**config.mk**
```make
export PLATFORM = sky130hd
export DESIGN_NAME = fed_exception_unit
export DESIGN_NICKNAME = d
export VERILOG_FILES = /design/src/include/fed_pkg.sv /design/src/logic/fed_exception_unit.sv
export SDC_FILE = /design/constraint.sdc
export NUM_CORES = 1
export LEC_CHECK = 0
export ABC_AREA = 1
export BUFFER_PORTS_ARGS = -buffer_cell sky130_fd_sc_hd__buf_4
export CAP_MARGIN = 20
export CORE_MARGIN = 2
export CORE_UTILIZATION = 47
export CTS_BUF_LIST = sky130_fd_sc_hd__clkbuf_2
export DETAILED_ROUTE_END_ITERATION = 12
export PLACE_DENSITY = 0.89
export REMOVE_ABC_BUFFERS = 1
export SETUP_SLACK_MARGIN = 0.02
export SYNTH_ARGS = -nofsm -noshare
export SYNTH_HDL_FRONTEND = slang
export SYNTH_SLANG_ARGS = --single-unit
export TNS_END_PERCENT = 1
```
**constraint.sdc**
```tcl
create_clock -name clk_sys_in -period 1.4 [get_ports clk_sys_in]
set_input_delay 0.21 -clock clk_sys_in [delete_from_list [all_inputs] [get_ports clk_sys_in]]
set_output_delay 0.21 -clock clk_sys_in [all_outputs]
set_load 0.1 [all_outputs]
```
**src/include/fed_pkg.sv**
```systemverilog
`default_nettype none
package fed_pkg;
    // ----------------------------------------------------------------
    // register map (byte addresses, one word each)
    // ----------------------------------------------------------------
    localparam logic [7:0] ADDR_CSR    = 8'h00;
    localparam logic [7:0] ADDR_STATUS = 8'h04;

    // control/status word layout
    localparam int RM_LSB    = 0;
    localparam int FLAG_LSB  = 2;
    localparam int EN_LSB    = 7;
    localparam int CAUSE_LSB = 12;
    localparam int FS_BIT    = 24;
    localparam int ISA2_BIT  = 25;
    // status word layout
    localparam int ST_PEND_LSB  = 0;
    localparam int ST_PENDV_BIT = 8;

    localparam logic [1:0] RESET_RM    = 2'h0;
    localparam logic [4:0] RESET_FLAGS = 5'h00;
    localparam logic [4:0] RESET_EN    = 5'h00;
    localparam logic [5:0] RESET_CAUSE = 6'h00;

    // ----------------------------------------------------------------
    // cause bit positions
    // ----------------------------------------------------------------
    localparam int C_INEXACT   = 0;
    localparam int C_UNDERFLOW = 1;
    localparam int C_OVERFLOW  = 2;
    localparam int C_DIVZERO   = 3;
    localparam int C_INVALID   = 4;
    localparam int C_UNIMPL    = 5;

    // exponent window outside which an operand may lead to a trap
    localparam logic [10:0] RISK_EXP_HI = 11'h7F0;
    localparam logic [10:0] RISK_EXP_LO = 11'h00F;

    typedef enum logic [1:0] {
        round_nearest     = 2'b00,
        round_toward_zero = 2'b01,
        round_up          = 2'b10,
        round_down        = 2'b11
    } fed_rmode_t;

    typedef enum logic [3:0] {
        OP_ADD = 4'h0, OP_SUB = 4'h1, OP_MUL = 4'h2, OP_DIV = 4'h3,
        OP_SQRT = 4'h4, absolute_value_op = 4'h5, negate_op = 4'h6,
        register_move_op = 4'h7, OP_CMP = 4'h8, OP_F2W = 4'h9,
        OP_F2L = 4'hA, OP_L2F = 4'hB, format_convert_op = 4'hC,
        OP_RSVD = 4'hF
    } fed_op_t;

    typedef enum logic [2:0] {
        CL_ZERO = 3'h0, CL_NORM = 3'h1, CL_DENORM = 3'h2,
        CL_INF = 3'h3, CL_QNAN = 3'h4, CL_SNAN = 3'h5
    } fed_class_t;

    typedef enum logic [2:0] {
        WB_ROUNDED = 3'h0, WB_QNAN = 3'h1, WB_INF = 3'h2,
        WB_MAXFIN = 3'h3, WB_MINFIN = 3'h4, WB_ZERO = 3'h5
    } fed_wbsel_t;
endpackage : fed_pkg
`default_nettype wire

```
**src/logic/fed_exception_unit.sv**
```systemverilog
// How it works
// RULE1 - inexact raised when rounded result differs from exact or overflows
// RULE2 - underflow raises inexact only with both enables clear and flush set
// RULE3 - operand exponents inspected before execution; possible traps run stalled
// RULE4 - inexact traps enabled: every multicycle operation runs stalled
// RULE5 - inexact trapped keeps destination; untrapped writes rounded value
// RULE6 - invalid on inf minus inf, zero times inf, 0/0, inf/inf, sqrt negative
// RULE7 - ordered compare of unordered, compare or convert of signaling NaN invalid
// RULE8 - signaling NaN in arithmetic incl. abs and negate invalid; move never
// RULE9 - untrapped invalid writes quiet NaN; trapped leaves operands alone
// RULE10 - divide by zero of finite nonzero dividend raises divide-by-zero
// RULE11 - untrapped divide-by-zero writes signed infinity; trapped keeps destination
// RULE12 - overflow when rounded magnitude exceeds largest finite; also sets inexact
// RULE13 - trapped overflow keeps destination; untrapped result from mode and sign
// RULE14 - tininess is detected after rounding
// RULE15 - loss of accuracy for underflow judged as inexact result; code takes any tiny result as underflow, exact or not
// RULE16 - underflow with u or i enabled or flush clear raises unimplemented
// RULE17 - underflow with traps off and flush set delivers mode-chosen result
// RULE18 - reserved operation or format sets unimplemented and traps
// RULE19 - denormal or quiet NaN operands unimplemented only for compute or convert
// RULE20 - unimplemented: bad format op, f2i overflow, long range, sqrt in isa2
// RULE21 - long to float unimplemented only when bits 63:55 not uniform
// RULE22 - unimplemented cannot be disabled; operands stay undisturbed
// RULE23 - cause always set; flag when enable clear, else trap request
// RULE24 - untrapped underflow result: zero or smallest finite per rounding mode
// RULE25 - untrapped overflow result: infinity or largest finite per rounding mode
// RULE26 - one trap request per instruction; cause holds all its exceptions
`timescale 1ns/100ps
`default_nettype none
module fed_exception_unit (
    // clock and reset
    input  wire logic        clk_sys_in,
    input  wire logic        rst_n_in,
    // ahb-lite slave
    input  wire logic        hsel_in,
    input  wire logic [31:0] haddr_in,
    input  wire logic [1:0]  htrans_in,
    input  wire logic        hwrite_in,
    input  wire logic [2:0]  hsize_in,
    input  wire logic [31:0] hwdata_in,
    input  wire logic        hready_in,
    output logic      [31:0] hrdata_out,
    output logic             hreadyout_out,
    output logic             hresp_out,
    // instruction check before execution
    input  wire logic        issue_valid_in,
    input  wire logic [3:0]  issue_op_in,
    input  wire logic        issue_fmt_rsvd_in,
    input  wire logic        issue_fmt_same_in,
    input  wire logic        issue_multi_in,
    input  wire logic        issue_cmp_ordered_in,
    input  wire logic [2:0]  issue_a_class_in,
    input  wire logic [2:0]  issue_b_class_in,
    input  wire logic        issue_a_sign_in,
    input  wire logic        issue_b_sign_in,
    input  wire logic [10:0] issue_a_exp_in,
    input  wire logic [10:0] issue_b_exp_in,
    input  wire logic [8:0]  issue_int_hi_in,
    // result check after execution
    input  wire logic        res_valid_in,
    input  wire logic        res_inexact_in,
    input  wire logic        res_overflow_in,
    input  wire logic        res_tiny_in,
    input  wire logic        res_sign_in,
    input  wire logic        res_int_ovf_in,
    input  wire logic        res_long_range_in,
    // response to the pipeline
    output logic             stall_req_out,
    output logic             trap_req_out,
    output logic             wb_en_out,
    output logic      [2:0]  wb_sel_out,
    output logic             wb_sign_out,
    output logic      [5:0]  cause_out
);
    // ----------------------------------------------------------------
    // state
    // ----------------------------------------------------------------
    typedef struct packed {
        logic [1:0]  rm;
        logic [4:0]  flags;
        logic [4:0]  en;
        logic [5:0]  cause;
        logic        fs;
        logic        isa2;
        logic [5:0]  pend;
        logic        pend_v;
        logic        wr_pend;
        logic [7:0]  waddr;
        logic [31:0] rdata;
        logic        stall;
        logic        trap;
        logic        wb_en;
        logic [2:0]  wb_sel;
        logic        wb_sign;
    } fed_state_t;

    fed_state_t q;
    fed_state_t d;

    // ----------------------------------------------------------------
    // operand decode
    // ----------------------------------------------------------------
    fed_pkg::fed_op_t    op;
    fed_pkg::fed_class_t ca;
    fed_pkg::fed_class_t cb;
    assign op = fed_pkg::fed_op_t'(issue_op_in);
    assign ca = fed_pkg::fed_class_t'(issue_a_class_in);
    assign cb = fed_pkg::fed_class_t'(issue_b_class_in);

    logic is_arith;
    logic is_cvt;
    logic any_snan;
    logic any_nan;
    logic any_dq;
    logic inf_sub;
    logic risk_a;
    logic risk_b;
    logic pre_inv;
    logic pre_dz;
    logic pre_unimpl;
    logic pre_risk;
    logic [5:0] pre_c;

    assign is_cvt = (op == fed_pkg::OP_F2W) || (op == fed_pkg::OP_F2L)
                 || (op == fed_pkg::OP_L2F) || (op == fed_pkg::format_convert_op);
    // abs and negate are arithmetic here, a plain move is not
    assign is_arith = (op != fed_pkg::register_move_op) && (op != fed_pkg::OP_CMP)
                   && (op != fed_pkg::OP_RSVD); // RULE8
    assign any_snan = (ca == fed_pkg::CL_SNAN) || (cb == fed_pkg::CL_SNAN);
    assign any_nan  = any_snan || (ca == fed_pkg::CL_QNAN) || (cb == fed_pkg::CL_QNAN);
    assign any_dq   = (ca == fed_pkg::CL_DENORM) || (cb == fed_pkg::CL_DENORM)
                   || (ca == fed_pkg::CL_QNAN) || (cb == fed_pkg::CL_QNAN);
    // magnitude subtraction of two infinities
    assign inf_sub  = (ca == fed_pkg::CL_INF) && (cb == fed_pkg::CL_INF)
                   && (((op == fed_pkg::OP_ADD) && (issue_a_sign_in != issue_b_sign_in))
                    || ((op == fed_pkg::OP_SUB) && (issue_a_sign_in == issue_b_sign_in)));

    assign pre_inv =
        inf_sub
        || ((op == fed_pkg::OP_MUL) && (((ca == fed_pkg::CL_ZERO) && (cb == fed_pkg::CL_INF))
            || ((ca == fed_pkg::CL_INF) && (cb == fed_pkg::CL_ZERO))))
        || ((op == fed_pkg::OP_DIV) && (ca == cb)
            && ((ca == fed_pkg::CL_ZERO) || (ca == fed_pkg::CL_INF)))
        || ((op == fed_pkg::OP_SQRT) && issue_a_sign_in
            && (ca != fed_pkg::CL_ZERO) && !any_nan)                       // RULE6
        || ((op == fed_pkg::OP_CMP) && issue_cmp_ordered_in && any_nan)
        || (((op == fed_pkg::OP_CMP) || (op == fed_pkg::OP_F2W)
            || (op == fed_pkg::OP_F2L)) && any_snan)                       // RULE7
        || (is_arith && any_snan);                                         // RULE8

    assign pre_dz = (op == fed_pkg::OP_DIV) && (cb == fed_pkg::CL_ZERO)
                 && ((ca == fed_pkg::CL_NORM) || (ca == fed_pkg::CL_DENORM)); // RULE10

    assign pre_unimpl =
        (op == fed_pkg::OP_RSVD) || issue_fmt_rsvd_in                       // RULE18
        || (is_arith && (op != fed_pkg::absolute_value_op)
            && (op != fed_pkg::negate_op) && any_dq)                        // RULE19
        || ((op == fed_pkg::format_convert_op) && issue_fmt_same_in)
        || ((op == fed_pkg::OP_SQRT) && q.isa2)                             // RULE20
        || ((op == fed_pkg::OP_L2F)
            && (issue_int_hi_in != 9'h000) && (issue_int_hi_in != 9'h1FF)); // RULE21

    // only normal operands have a meaningful exponent to inspect
    assign risk_a = (ca == fed_pkg::CL_NORM) && ((issue_a_exp_in >= fed_pkg::RISK_EXP_HI)
                 || (issue_a_exp_in <= fed_pkg::RISK_EXP_LO));
    assign risk_b = (cb == fed_pkg::CL_NORM) && ((issue_b_exp_in >= fed_pkg::RISK_EXP_HI)
                 || (issue_b_exp_in <= fed_pkg::RISK_EXP_LO));
    assign pre_risk = is_arith && (risk_a || risk_b);                     // RULE3

    always_comb begin
        pre_c = 6'h00;
        pre_c[fed_pkg::C_INVALID] = pre_inv;
        pre_c[fed_pkg::C_DIVZERO] = pre_dz;
        pre_c[fed_pkg::C_UNIMPL]  = pre_unimpl;
    end

    // ----------------------------------------------------------------
    // result evaluation
    // ----------------------------------------------------------------
    logic       unf_e;
    logic       unf_ok;
    logic [5:0] res_c;
    logic       res_trap;
    logic [2:0] res_sel;

    // tiny after rounding is underflow, whether the delivery is exact or inexact
    assign unf_e  = res_tiny_in && (q.en[fed_pkg::C_UNDERFLOW] || q.en[fed_pkg::C_INEXACT]
                 || !q.fs);                                               // RULE16
    assign unf_ok = res_tiny_in && !unf_e;                                // RULE14 RULE15

    always_comb begin
        res_c = q.pend;
        res_c[fed_pkg::C_OVERFLOW]  = res_overflow_in;                     // RULE12
        res_c[fed_pkg::C_INEXACT]   = res_overflow_in                      // RULE1
                                   || (res_inexact_in && !res_tiny_in)
                                   || unf_ok;                              // RULE2
        res_c[fed_pkg::C_UNDERFLOW] = unf_ok;                              // RULE17
        res_c[fed_pkg::C_UNIMPL]    = q.pend[fed_pkg::C_UNIMPL] || unf_e
                                   || res_int_ovf_in || res_long_range_in; // RULE20
    end

    // unimplemented has no enable and always traps
    assign res_trap = res_c[fed_pkg::C_UNIMPL] || ((res_c[4:0] & q.en) != 5'h00); // RULE22

    always_comb begin
        res_sel = fed_pkg::WB_ROUNDED;
        if (res_c[fed_pkg::C_INVALID]) begin
            res_sel = fed_pkg::WB_QNAN;                                    // RULE9
        end else if (res_c[fed_pkg::C_DIVZERO]) begin
            res_sel = fed_pkg::WB_INF;                                     // RULE11
        end else if (res_c[fed_pkg::C_OVERFLOW]) begin
            unique case (fed_pkg::fed_rmode_t'(q.rm))                      // RULE25
                fed_pkg::round_nearest:     res_sel = fed_pkg::WB_INF;
                fed_pkg::round_toward_zero: res_sel = fed_pkg::WB_MAXFIN;
                fed_pkg::round_up:
                    res_sel = res_sign_in ? fed_pkg::WB_MAXFIN : fed_pkg::WB_INF;
                fed_pkg::round_down:
                    res_sel = res_sign_in ? fed_pkg::WB_INF : fed_pkg::WB_MAXFIN;
            endcase
        end else if (res_c[fed_pkg::C_UNDERFLOW]) begin
            unique case (fed_pkg::fed_rmode_t'(q.rm))                      // RULE24
                fed_pkg::round_nearest:     res_sel = fed_pkg::WB_ZERO;
                fed_pkg::round_toward_zero: res_sel = fed_pkg::WB_ZERO;
                fed_pkg::round_up:
                    res_sel = res_sign_in ? fed_pkg::WB_ZERO : fed_pkg::WB_MINFIN;
                fed_pkg::round_down:
                    res_sel = res_sign_in ? fed_pkg::WB_MINFIN : fed_pkg::WB_ZERO;
            endcase
        end
    end

    // ----------------------------------------------------------------
    // next state
    // ----------------------------------------------------------------
    logic ahb_go;
    assign ahb_go = hsel_in && htrans_in[1] && hready_in;

    always_comb begin
        d         = q;
        d.stall   = 1'b0;
        d.trap    = 1'b0;
        d.wb_en   = 1'b0;
        // register write lands in the data phase
        if (q.wr_pend && (q.waddr == fed_pkg::ADDR_CSR)) begin
            d.rm    = hwdata_in[fed_pkg::RM_LSB +: 2];
            d.flags = hwdata_in[fed_pkg::FLAG_LSB +: 5];
            d.en    = hwdata_in[fed_pkg::EN_LSB +: 5];
            d.cause = hwdata_in[fed_pkg::CAUSE_LSB +: 6];
            d.fs    = hwdata_in[fed_pkg::FS_BIT];
            d.isa2  = hwdata_in[fed_pkg::ISA2_BIT];
        end
        d.wr_pend = ahb_go && hwrite_in;
        d.waddr   = haddr_in[7:0];
        // the result closes the held instruction before a new one opens
        if (res_valid_in) begin
            d.cause   = res_c;                                             // RULE26
            // hardware set wins over a software clear in the same cycle
            d.flags   = d.flags | (res_c[4:0] & ~q.en);                    // RULE23
            d.trap    = res_trap;                                          // RULE23
            d.wb_en   = !res_trap;                      // RULE5 RULE13 RULE22
            d.wb_sel  = res_sel;
            d.wb_sign = res_sign_in;
            d.pend    = 6'h00;
            d.pend_v  = 1'b0;
        end
        if (issue_valid_in) begin
            d.pend   = pre_c;
            d.pend_v = 1'b1;
            d.stall  = (pre_c != 6'h00) || pre_risk
                    || (q.en[fed_pkg::C_INEXACT] && issue_multi_in);       // RULE3 RULE4
        end
        // read data is taken from the updated state so a write is seen at once
        if (ahb_go && !hwrite_in) begin
            d.rdata = 32'h0000_0000;
            if (haddr_in[7:0] == fed_pkg::ADDR_CSR) begin
                d.rdata[fed_pkg::RM_LSB +: 2]    = d.rm;
                d.rdata[fed_pkg::FLAG_LSB +: 5]  = d.flags;
                d.rdata[fed_pkg::EN_LSB +: 5]    = d.en;
                d.rdata[fed_pkg::CAUSE_LSB +: 6] = d.cause;
                d.rdata[fed_pkg::FS_BIT]         = d.fs;
                d.rdata[fed_pkg::ISA2_BIT]       = d.isa2;
            end else if (haddr_in[7:0] == fed_pkg::ADDR_STATUS) begin
                d.rdata[fed_pkg::ST_PEND_LSB +: 6] = d.pend;
                d.rdata[fed_pkg::ST_PENDV_BIT]     = d.pend_v;
            end
        end
    end

    always_ff @(posedge clk_sys_in or negedge rst_n_in) begin
        if (!rst_n_in) begin
            q         <= '0;
            q.rm      <= fed_pkg::RESET_RM;
            q.flags   <= fed_pkg::RESET_FLAGS;
            q.en      <= fed_pkg::RESET_EN;
            q.cause   <= fed_pkg::RESET_CAUSE;
            q.wb_sel  <= fed_pkg::WB_ROUNDED;
        end else begin
            q <= d;
        end
    end

    // ----------------------------------------------------------------
    // outputs
    // ----------------------------------------------------------------
    assign hrdata_out    = q.rdata;
    assign hreadyout_out = 1'b1;
    assign hresp_out     = 1'b0;
    assign stall_req_out = q.stall;
    assign trap_req_out  = q.trap;
    assign wb_en_out     = q.wb_en;
    assign wb_sel_out    = q.wb_sel;
    assign wb_sign_out   = q.wb_sign;
    assign cause_out     = q.cause;

    // ----------------------------------------------------------------
    // checks
    // ----------------------------------------------------------------
    a_ovf_sets_inexact: assert property ( // RULE1
        @(posedge clk_sys_in) disable iff (!rst_n_in)
        res_valid_in && res_overflow_in |=> cause_out[0] && cause_out[2])
        else $error("overflow did not set inexact and overflow cause");

    a_flush_unf_inexact: assert property ( // RULE2
        @(posedge clk_sys_in) disable iff (!rst_n_in)
        res_valid_in && res_tiny_in && q.fs && (q.en[1:0] == 2'b00)
        |=> cause_out[0] && cause_out[1] && !cause_out[5])
        else $error("flushed underflow did not raise inexact");

    a_inexact_stall: assert property ( // RULE4
        @(posedge clk_sys_in) disable iff (!rst_n_in)
        issue_valid_in && issue_multi_in && q.en[0] |=> stall_req_out)
        else $error("multicycle op not stalled with inexact trap on");

    a_move_no_invalid: assert property ( // RULE8
        @(posedge clk_sys_in) disable iff (!rst_n_in)
        issue_valid_in && (issue_op_in == 4'h7) |=> !q.pend[4])
        else $error("register move raised invalid");

    a_divzero_detect: assert property ( // RULE10
        @(posedge clk_sys_in) disable iff (!rst_n_in)
        issue_valid_in && (issue_op_in == 4'h3) && (issue_b_class_in == 3'h0)
        && (issue_a_class_in == 3'h1) |=> q.pend[3] && stall_req_out)
        else $error("divide by zero not detected");

    a_unf_unimpl_trap: assert property ( // RULE16
        @(posedge clk_sys_in) disable iff (!rst_n_in)
        res_valid_in && res_tiny_in && !q.fs
        |=> trap_req_out && !wb_en_out && cause_out[5])
        else $error("underflow without flush did not trap unimplemented");

    a_flag_or_trap: assert property ( // RULE23
        @(posedge clk_sys_in) disable iff (!rst_n_in)
        res_valid_in |=> ((cause_out[4:0] & ~$past(q.en) & ~q.flags) == 5'h00)
        && (trap_req_out == (cause_out[5] || ((cause_out[4:0] & $past(q.en)) != 5'h00))))
        else $error("flag or trap does not follow cause and enable");

    a_ovf_nearest_inf: assert property ( // RULE25
        @(posedge clk_sys_in) disable iff (!rst_n_in)
        res_valid_in && res_overflow_in && (q.rm == 2'b00) && (q.pend == 6'h00)
        && (q.en == 5'h00) |=> wb_en_out && (wb_sel_out == 3'h2))
        else $error("untrapped overflow in nearest mode not infinity");

    a_invalid_qnan: assert property ( // RULE9
        @(posedge clk_sys_in) disable iff (!rst_n_in)
        res_valid_in && q.pend[4] && !res_trap |=> wb_en_out && (wb_sel_out == 3'h1))
        else $error("untrapped invalid did not deliver a quiet nan");

    a_unimpl_traps: assert property ( // RULE22
        @(posedge clk_sys_in) disable iff (!rst_n_in)
        res_valid_in && (q.pend[5] || res_int_ovf_in || res_long_range_in)
        |=> trap_req_out && !wb_en_out && cause_out[5])
        else $error("unimplemented operation did not trap");

    a_one_answer: assert property ( // RULE26
        @(posedge clk_sys_in) disable iff (!rst_n_in)
        $rose(trap_req_out) |-> !wb_en_out && $past(res_valid_in))
        else $error("trap request not tied to a single result");
endmodule : fed_exception_unit
`default_nettype wire

```
==> flow_summary.json, run 1 <==
{
  "post-dp-hpwl_um": 6840,
  "cts_tree": "built",
  "synth_top_area_share_pct": 45.3,
  "htree_levels": 3,
  "ys_seq_elements": 63,
  "avgSynthCellArea_um2": 7.59,
  "grt_overflow": 0,
  "clockBufferDepth": 2,
  "hold_slack_ps": -22.0,
  "grt_pass1_wl_um": 16300,
  "critPathMaxFanout": 10,
  "post-synth-top-area-cell": "dfrtp_1",
  "worstSkewPairLatency_ps": 530,
  "clkSinkCount": 63,
  "std_cell_rows": 31,
  "synth_common_cells": "nand2_1, dfrtp_1, nor2_1",
  "synth-seq-area-share_pct": 45.3,
  "setup_viol": 39,
  "grt_max_degree": 43,
  "fin_nets": 723,
  "cp_common_cell": "buf_12",
  "crit_slowest_cell": "dfrtp_1",
  "critPathTopFamily": "simple AND/OR/NAND/NOR gates",
  "drive_above_1_share_pct": 31.2,
  "synth_compound_area_share_pct": 9.05,
  "path_clk_slew_ps": 200,
  "synthTopCellsByArea": "dfrtp_1, nand2_1, buf_4",
  "tightest_slew_ps": 559,
  "path_cells": "nor2_1, nand3_2, nor2_4, buf_12, buf_12, buf_4, o21ai_4, o21ai_1",
  "cp.arrival_ps": 2020,
  "area_growth_pct": 52.9,
  "die_h_um": 90.1,
  "drt_wl_total_um": 11900,
  "drtIter0Drc": 392,
  "peakVddDrop_mv": 0.627,
  "status": "complete, but fails checks",
  "dp_cells": 645,
  "dieArea_um2": 8110,
  "antenna_cells": 0,
  "finalPower_w": 0.00443,
  "yosys_warnings": 0,
  "hold_viol_final": 1,
  "die_w_um": 90.1,
  "critical_path_class": "flop to flop",
  "synthFlopType": "dfrtp_1",
  "synthCells": 459,
  "path_buf_inv": 3,
  "via_per_inst": 5.32,
  "synth_most_common_cell": "nand2_1",
  "cp-start-kind": "flop",
  "async_reset_ff_share_pct": 100,
  "slowest_delay_ps": 400,
  "synth_xor_area_share_pct": 0,
  "firstDrtPassIters": 5,
  "synth-simple-area-share_pct": 29.5,
  "slew_viol_final": 0,
  "synth_cell_types": 36,
  "fin_cells": 698,
  "cp_data_required_time_ps": 1840,
  "route.detailed.drc": 0,
  "numCtsBuffers": 9,
  "violations": "hold timing, setup timing",
  "rsz0062_at_grt": "yes",
  "end_kind": "flop",
  "synth_top_family_by_area": "simple AND/OR/NAND/NOR gates",
  "timing.max_cap.violations": 0,
  "powerDensity_nw_per_um2": 832,
  "io_buffers": 113,
  "cts-root-buf": "clkbuf_2",
  "finalCritPeriodShare_pct": 113,
  "wl_per_cell_um": 17.1,
  "num_vias": 3712,
  "io_pins": 176,
  "slew_headroom_pct": 62.7,
  "ant_nets": 0,
  "clock.fmax_mhz": 630,
  "fin_crit_ps": 1590,
  "grtUsageTotal_pct": 24.9,
  "coreArea_um2": 7210,
  "synth.cell_area_um2": 3480,
  "fin_skew_ps": 33.1,
  "p_leak_nw": 2.71,
  "grt_pass1_vias": 3422,
  "synth_fa_ha_area_share_pct": 0,
  "place_congestion": 0.838,
  "floorplan.initialDensity_pct": 48.3,
  "setup_ws_ps": -189,
  "antenna_found_initial": 0,
  "muxShareOfSynthArea_pct": 0,
  "min_path_type": "input port to flop",
  "synth_edf_count": 0
}
[state kept, by name (all words and copies together), names as in the netlist]
name           cells
q                 30
hrdata_out        20
cause_out          6
wb_sel_out         3
stall_req_out      1
trap_req_out       1
wb_en_out          1
wb_sign_out        1
[kinds of logic after synthesis]
group           count (synthesis)
simple gates                  239
flops                          63
other cells                     2
compound gates                 55
buf+inv                       100
[where the power goes]
group / leakage (nW) / switching [W] / internal, W / total (W)
clock: 0.0893 / 0.000706 / 0.000757 / 0.00146
combinational: 1.82 / 0.000667 / 0.000381 / 0.00105
sequential: 0.797 / 0.0000445 / 0.00187 / 0.00192
[tightest hold or removal path: stages]
cell and delay [ps]:
buf_4 100, nor2_4 40, o22ai_2 130
[placed cells by master (no fill, tap or decap), types with 3 or more instances in the layout]
master           n
a21oi_1          5
buf_12          33
buf_4           93
buf_6            4
bufinv_16        3
clkbuf_2         9
conb_1          14
dfrtp_1         61
dlygate4sd3_1   32
inv_1           45
inv_2            3
nand2_1        119
nand2_2          5
nand3_1         26
nand3_2          3
nand4_1          7
nor2_1          45
nor2_2           3
nor2_4           3
nor3_1          11
o211ai_1         3
o21ai_0         13
o21ai_1         11
o21ai_2         10
or2_1            3
or2_4            3
[what timing repair did]
action / CTS / global route
endpoints found under the hold margin: 65 / 10
resized for setup: 31 / 123
hold buffers: 23 / 9
setup buffers: 0 / 5
endpoints found under the setup margin: 51 / 69
pin swaps: 0 / 14
[path summary, 6_finish.rpt]
| kind | from | to | slack, ps | cells after the start |
|---|---|---|---|---|
| max | q[44] | hrdata_out[1] | -190 | 8 |
| min | hwdata_in[14] | cause_out[2] | -20 | 3 |
| max reg2reg | q[44] | hrdata_out[1] | -190 | 8 |
| min reg2reg | q[48] | q[48] | 510 | 2 |
| max in group asynchronous | rst_n_in | q[65] | 690 | 3 |
| min in group asynchronous | rst_n_in | cause_out[1] | 170 | 2 |
[layout make-up]
| class | instances | area, um^2 |
|---|---|---|
| Clock inverter | 7 | 111 |
| Timing Repair Buffer | 163 | 1740 |
| Clock buffer | 9 | 45.0 |
| Fill cell | 483 | 1890 |
| Inverter | 49 | 191 |
| Sequential cell | 63 | 1580 |
| Tap cell | 99 | 124 |
| Multi-Input combinational cell | 308 | 1530 |
[per-layer routing]
layer	global-route usage, %	wire length (um)	up-vias
li1	-	-	1684
met1	30.7	4350	1787
met2	43.6	6310	195
met3	7.29	816	46
met4	4.87	464	0
met5	0	0	-
[stage by stage]
| stage | util, % | cell area (um^2) | worst slack, ps | setup TNS (ps) | hold WS, ps |
|---|---|---|---|---|---|
| after floorplan | - | 3160 | -171 | -2130 | -85.6 |
| after global placement | 58.7 | 4240 | -10.5 | -10.5 | 223 |
| after detailed placement | 58.7 | 4240 | -75.5 | -647 | 229 |
| after CTS | 65.7 | 4740 | -56.9 | -460 | 12.7 |
| after global routing | 73.8 | 5320 | -224 | -6160 | -63.7 |
| final | 73.8 | 5320 | -189 | -3460 | -22.0 |
Power figures use the tool's default switching activity.
==> inputs of run 2 (changes only) <==
--- a/config.mk
+++ b/config.mk
@@ -8,11 +8,14 @@
 export ABC_AREA = 1
 export BUFFER_PORTS_ARGS = -buffer_cell sky130_fd_sc_hd__buf_4
 export CAP_MARGIN = 20
+export CELL_PAD_IN_SITES_DETAIL_PLACEMENT = 0
+export CELL_PAD_IN_SITES_GLOBAL_PLACEMENT = 2
 export CORE_MARGIN = 2
-export CORE_UTILIZATION = 47
+export CORE_UTILIZATION = 25
 export CTS_BUF_LIST = sky130_fd_sc_hd__clkbuf_2
 export DETAILED_ROUTE_END_ITERATION = 12
-export PLACE_DENSITY = 0.89
+export PLACE_DENSITY = 0.9
+export RECOVER_POWER = 25
 export REMOVE_ABC_BUFFERS = 1
 export SETUP_SLACK_MARGIN = 0.02
 export SYNTH_ARGS = -nofsm -noshare
==> flow_summary.json, run 2 (synthesis results as in run 1) <==
{
  "status": "complete, but fails checks",
  "violations": "setup timing",
  "grt_use_met1_pct": 16.6,
  "die_h_um": 122,
  "grt_pass1_wl_um": 15900,
  "fin_nets": 720,
  "peakVddDrop_mv": 0.376,
  "final_cell_mix": "nand2_1, buf_4, dfrtp_1",
  "route.detailed.drc": 0,
  "ant_nets": 0,
  "power_frac_clock_pct": 29.1,
  "switchingPower_w": 0.00133,
  "dpl-instance-area_um2": 4390,
  "io_pins": 176,
  "largest_reg_flops": 30,
  "drive_above_1_share_pct": 26.1,
  "timing.max_cap.violations": 0,
  "fin_skew_ps": 24.4,
  "worstSkewPairLatency_ps": 510,
  "antenna_cells": 0,
  "critPathMaxFanout": 13,
  "cp_data_required_time_ps": 1790,
  "grt_max_degree": 41,
  "wl_per_cell_um": 13.2,
  "die_w_um": 122,
  "cp-start-kind": "flop",
  "grt_overflow": 0,
  "pre_cts_ws_ps": -61.9,
  "cts-root-buf": "clkbuf_2",
  "powerDensity_nw_per_um2": 795,
  "dieArea_um2": 14900,
  "floorplan.initialDensity_pct": 25.4,
  "cp_common_cell": "o21ai_1",
  "path_clk_slew_ps": 180,
  "end_kind": "flop",
  "cp.arrival_ps": 1890,
  "grtUsageTotal_pct": 13.7,
  "numCtsBuffers": 9,
  "slew_headroom_pct": 54.4,
  "power_frac_seq_pct": 46.3,
  "post-cts-setup-buffers": 0,
  "drt_wl_total_um": 10200,
  "drtIter0Drc": 191,
  "io_buffers": 113,
  "grt.met3_usage_pct": 4.78,
  "min_path_type": "input port to flop",
  "antenna_found_initial": 0,
  "num_vias": 3318,
  "cts_tree": "built",
  "nFillCells": 1400,
  "post-dp-hpwl_um": 7620,
  "firstDrtPassIters": 4,
  "crit_slowest_cell": "dfrtp_1",
  "finalCritPeriodShare_pct": 107,
  "hold_viol_final": 0,
  "clock.fmax_mhz": 667,
  "clockBufferDepth": 2,
  "coreArea_um2": 13700,
  "finish.instance_area_um2": 5200,
  "slowest_delay_ps": 400,
  "swShare_pct": 32.1,
  "tightest_slew_ps": 684,
  "use_met2_pct": 23.6,
  "setup_ws_ps": -98.6,
  "p_leak_nw": 2.64,
  "place_congestion": 0.771,
  "htree_levels": 3,
  "fin_crit_ps": 1500,
  "busiest_layer": "met2",
  "via_per_inst": 4.28,
  "rsz0062_at_grt": "yes",
  "clkSinkCount": 63,
  "std_cell_rows": 43,
  "area_growth_pct": 49.3,
  "intPower_w": 0.00281,
  "critical_path_class": "flop to flop",
  "p_comb_share_pct": 24.6,
  "grt_pass1_vias": 3361,
  "path_cells": "nor2_1, nand2_2, nor2_4, inv_4, or2_2, o21ai_1, o21ai_1",
  "top_register": "q",
  "slew_viol_final": 0,
  "final_common_cell": "nand2_1",
  "setup_viol": 21
}
## run 2: cell count changes in the layout (fill, tap and decap cells not counted), moves of 4 or more
cell      delta
o21ai_2      -7
buf_4        -5
nand2_1      +5
nor2_1       +5
o21ai_0      +5
clkbuf_1     +4
## run 2: stage by stage
step / util (%) / TNS (ps) / total power (W) / cells / hold slack (ps)
2_1_floorplan: - / -2130 / 0.00245 / 420 / -85.6
6_report: 37.9 / -999 / 0.00414 / 775 / 12.8
3_3_place_gp: 32.0 / -378 / 0.00282 / 731 / 138
5_1_grt: 37.9 / -5640 / 0.00432 / 775 / 9.44
3_5_place_dp: 32.0 / -672 / 0.00283 / 731 / 136
4_1_cts: 36.7 / -963 / 0.00413 / 775 / 21.3
## run 2: power by group through the flow
| stage | sequential (W) | clock [W] | combinational [W] |
|---|---|---|---|
| after floorplan | 0.00212 | 0 | 0.000326 |
| after global placement | 0.00193 | 0 | 0.000888 |
| after detailed placement | 0.00193 | 0 | 0.000896 |
| after CTS | 0.00191 | 0.00123 | 0.000997 |
| after global routing | 0.00192 | 0.00131 | 0.00108 |
| final | 0.00191 | 0.00120 | 0.00102 |
## run 2: cell type report
type	instances	area [um^2]	area share, %
Clock inverter	6	76.3	1.47
Sequential cell	63	1580	30.3
Tap cell	180	225	4.33
Clock buffer	9	45.0	0.866
Timing Repair Buffer	160	1680	32.3
Multi-Input combinational cell	308	1410	27.1
Inverter	49	186	3.59
## run 2: worst max-delay path, delay by kind of cell, from the launching register on
kind | cells | cell delay [ps]
buffers and inverters | 1 | 110
DFF | 1 | 400
and+or+nand+nor | 4 | 670
AOI/OAI and AO/OA | 2 | 190
## run 2: path summary, 6_finish.rpt
path                         startpoint             to  slack, ps  cells past startpoint
setup / recovery                  q[46]  hrdata_out[7]       -100                      7
hold / removal             hwdata_in[9]          q[65]         10                      4
setup reg to reg                  q[46]  hrdata_out[7]       -100                      7
hold reg to reg                   q[51]          q[51]        490                      2
max in group asynchronous      rst_n_in  stall_req_out        480                      3
min in group asynchronous      rst_n_in          q[46]        250                      2
## run 2: metal layers
metal  vias to the layer above  wire length, um
met4                         0               99
li1                       1677                -
met2                        93             5020
met5                         -                0
met1                      1538             4370
met3                        10              725
## run 2: repair_timing
item                                    4_1_cts  5_1_grt
gates resized for setup                      60       44
endpoints found under the setup margin       61       72
hold endpoints to repair                     93        0
hold buffers                                 29        0
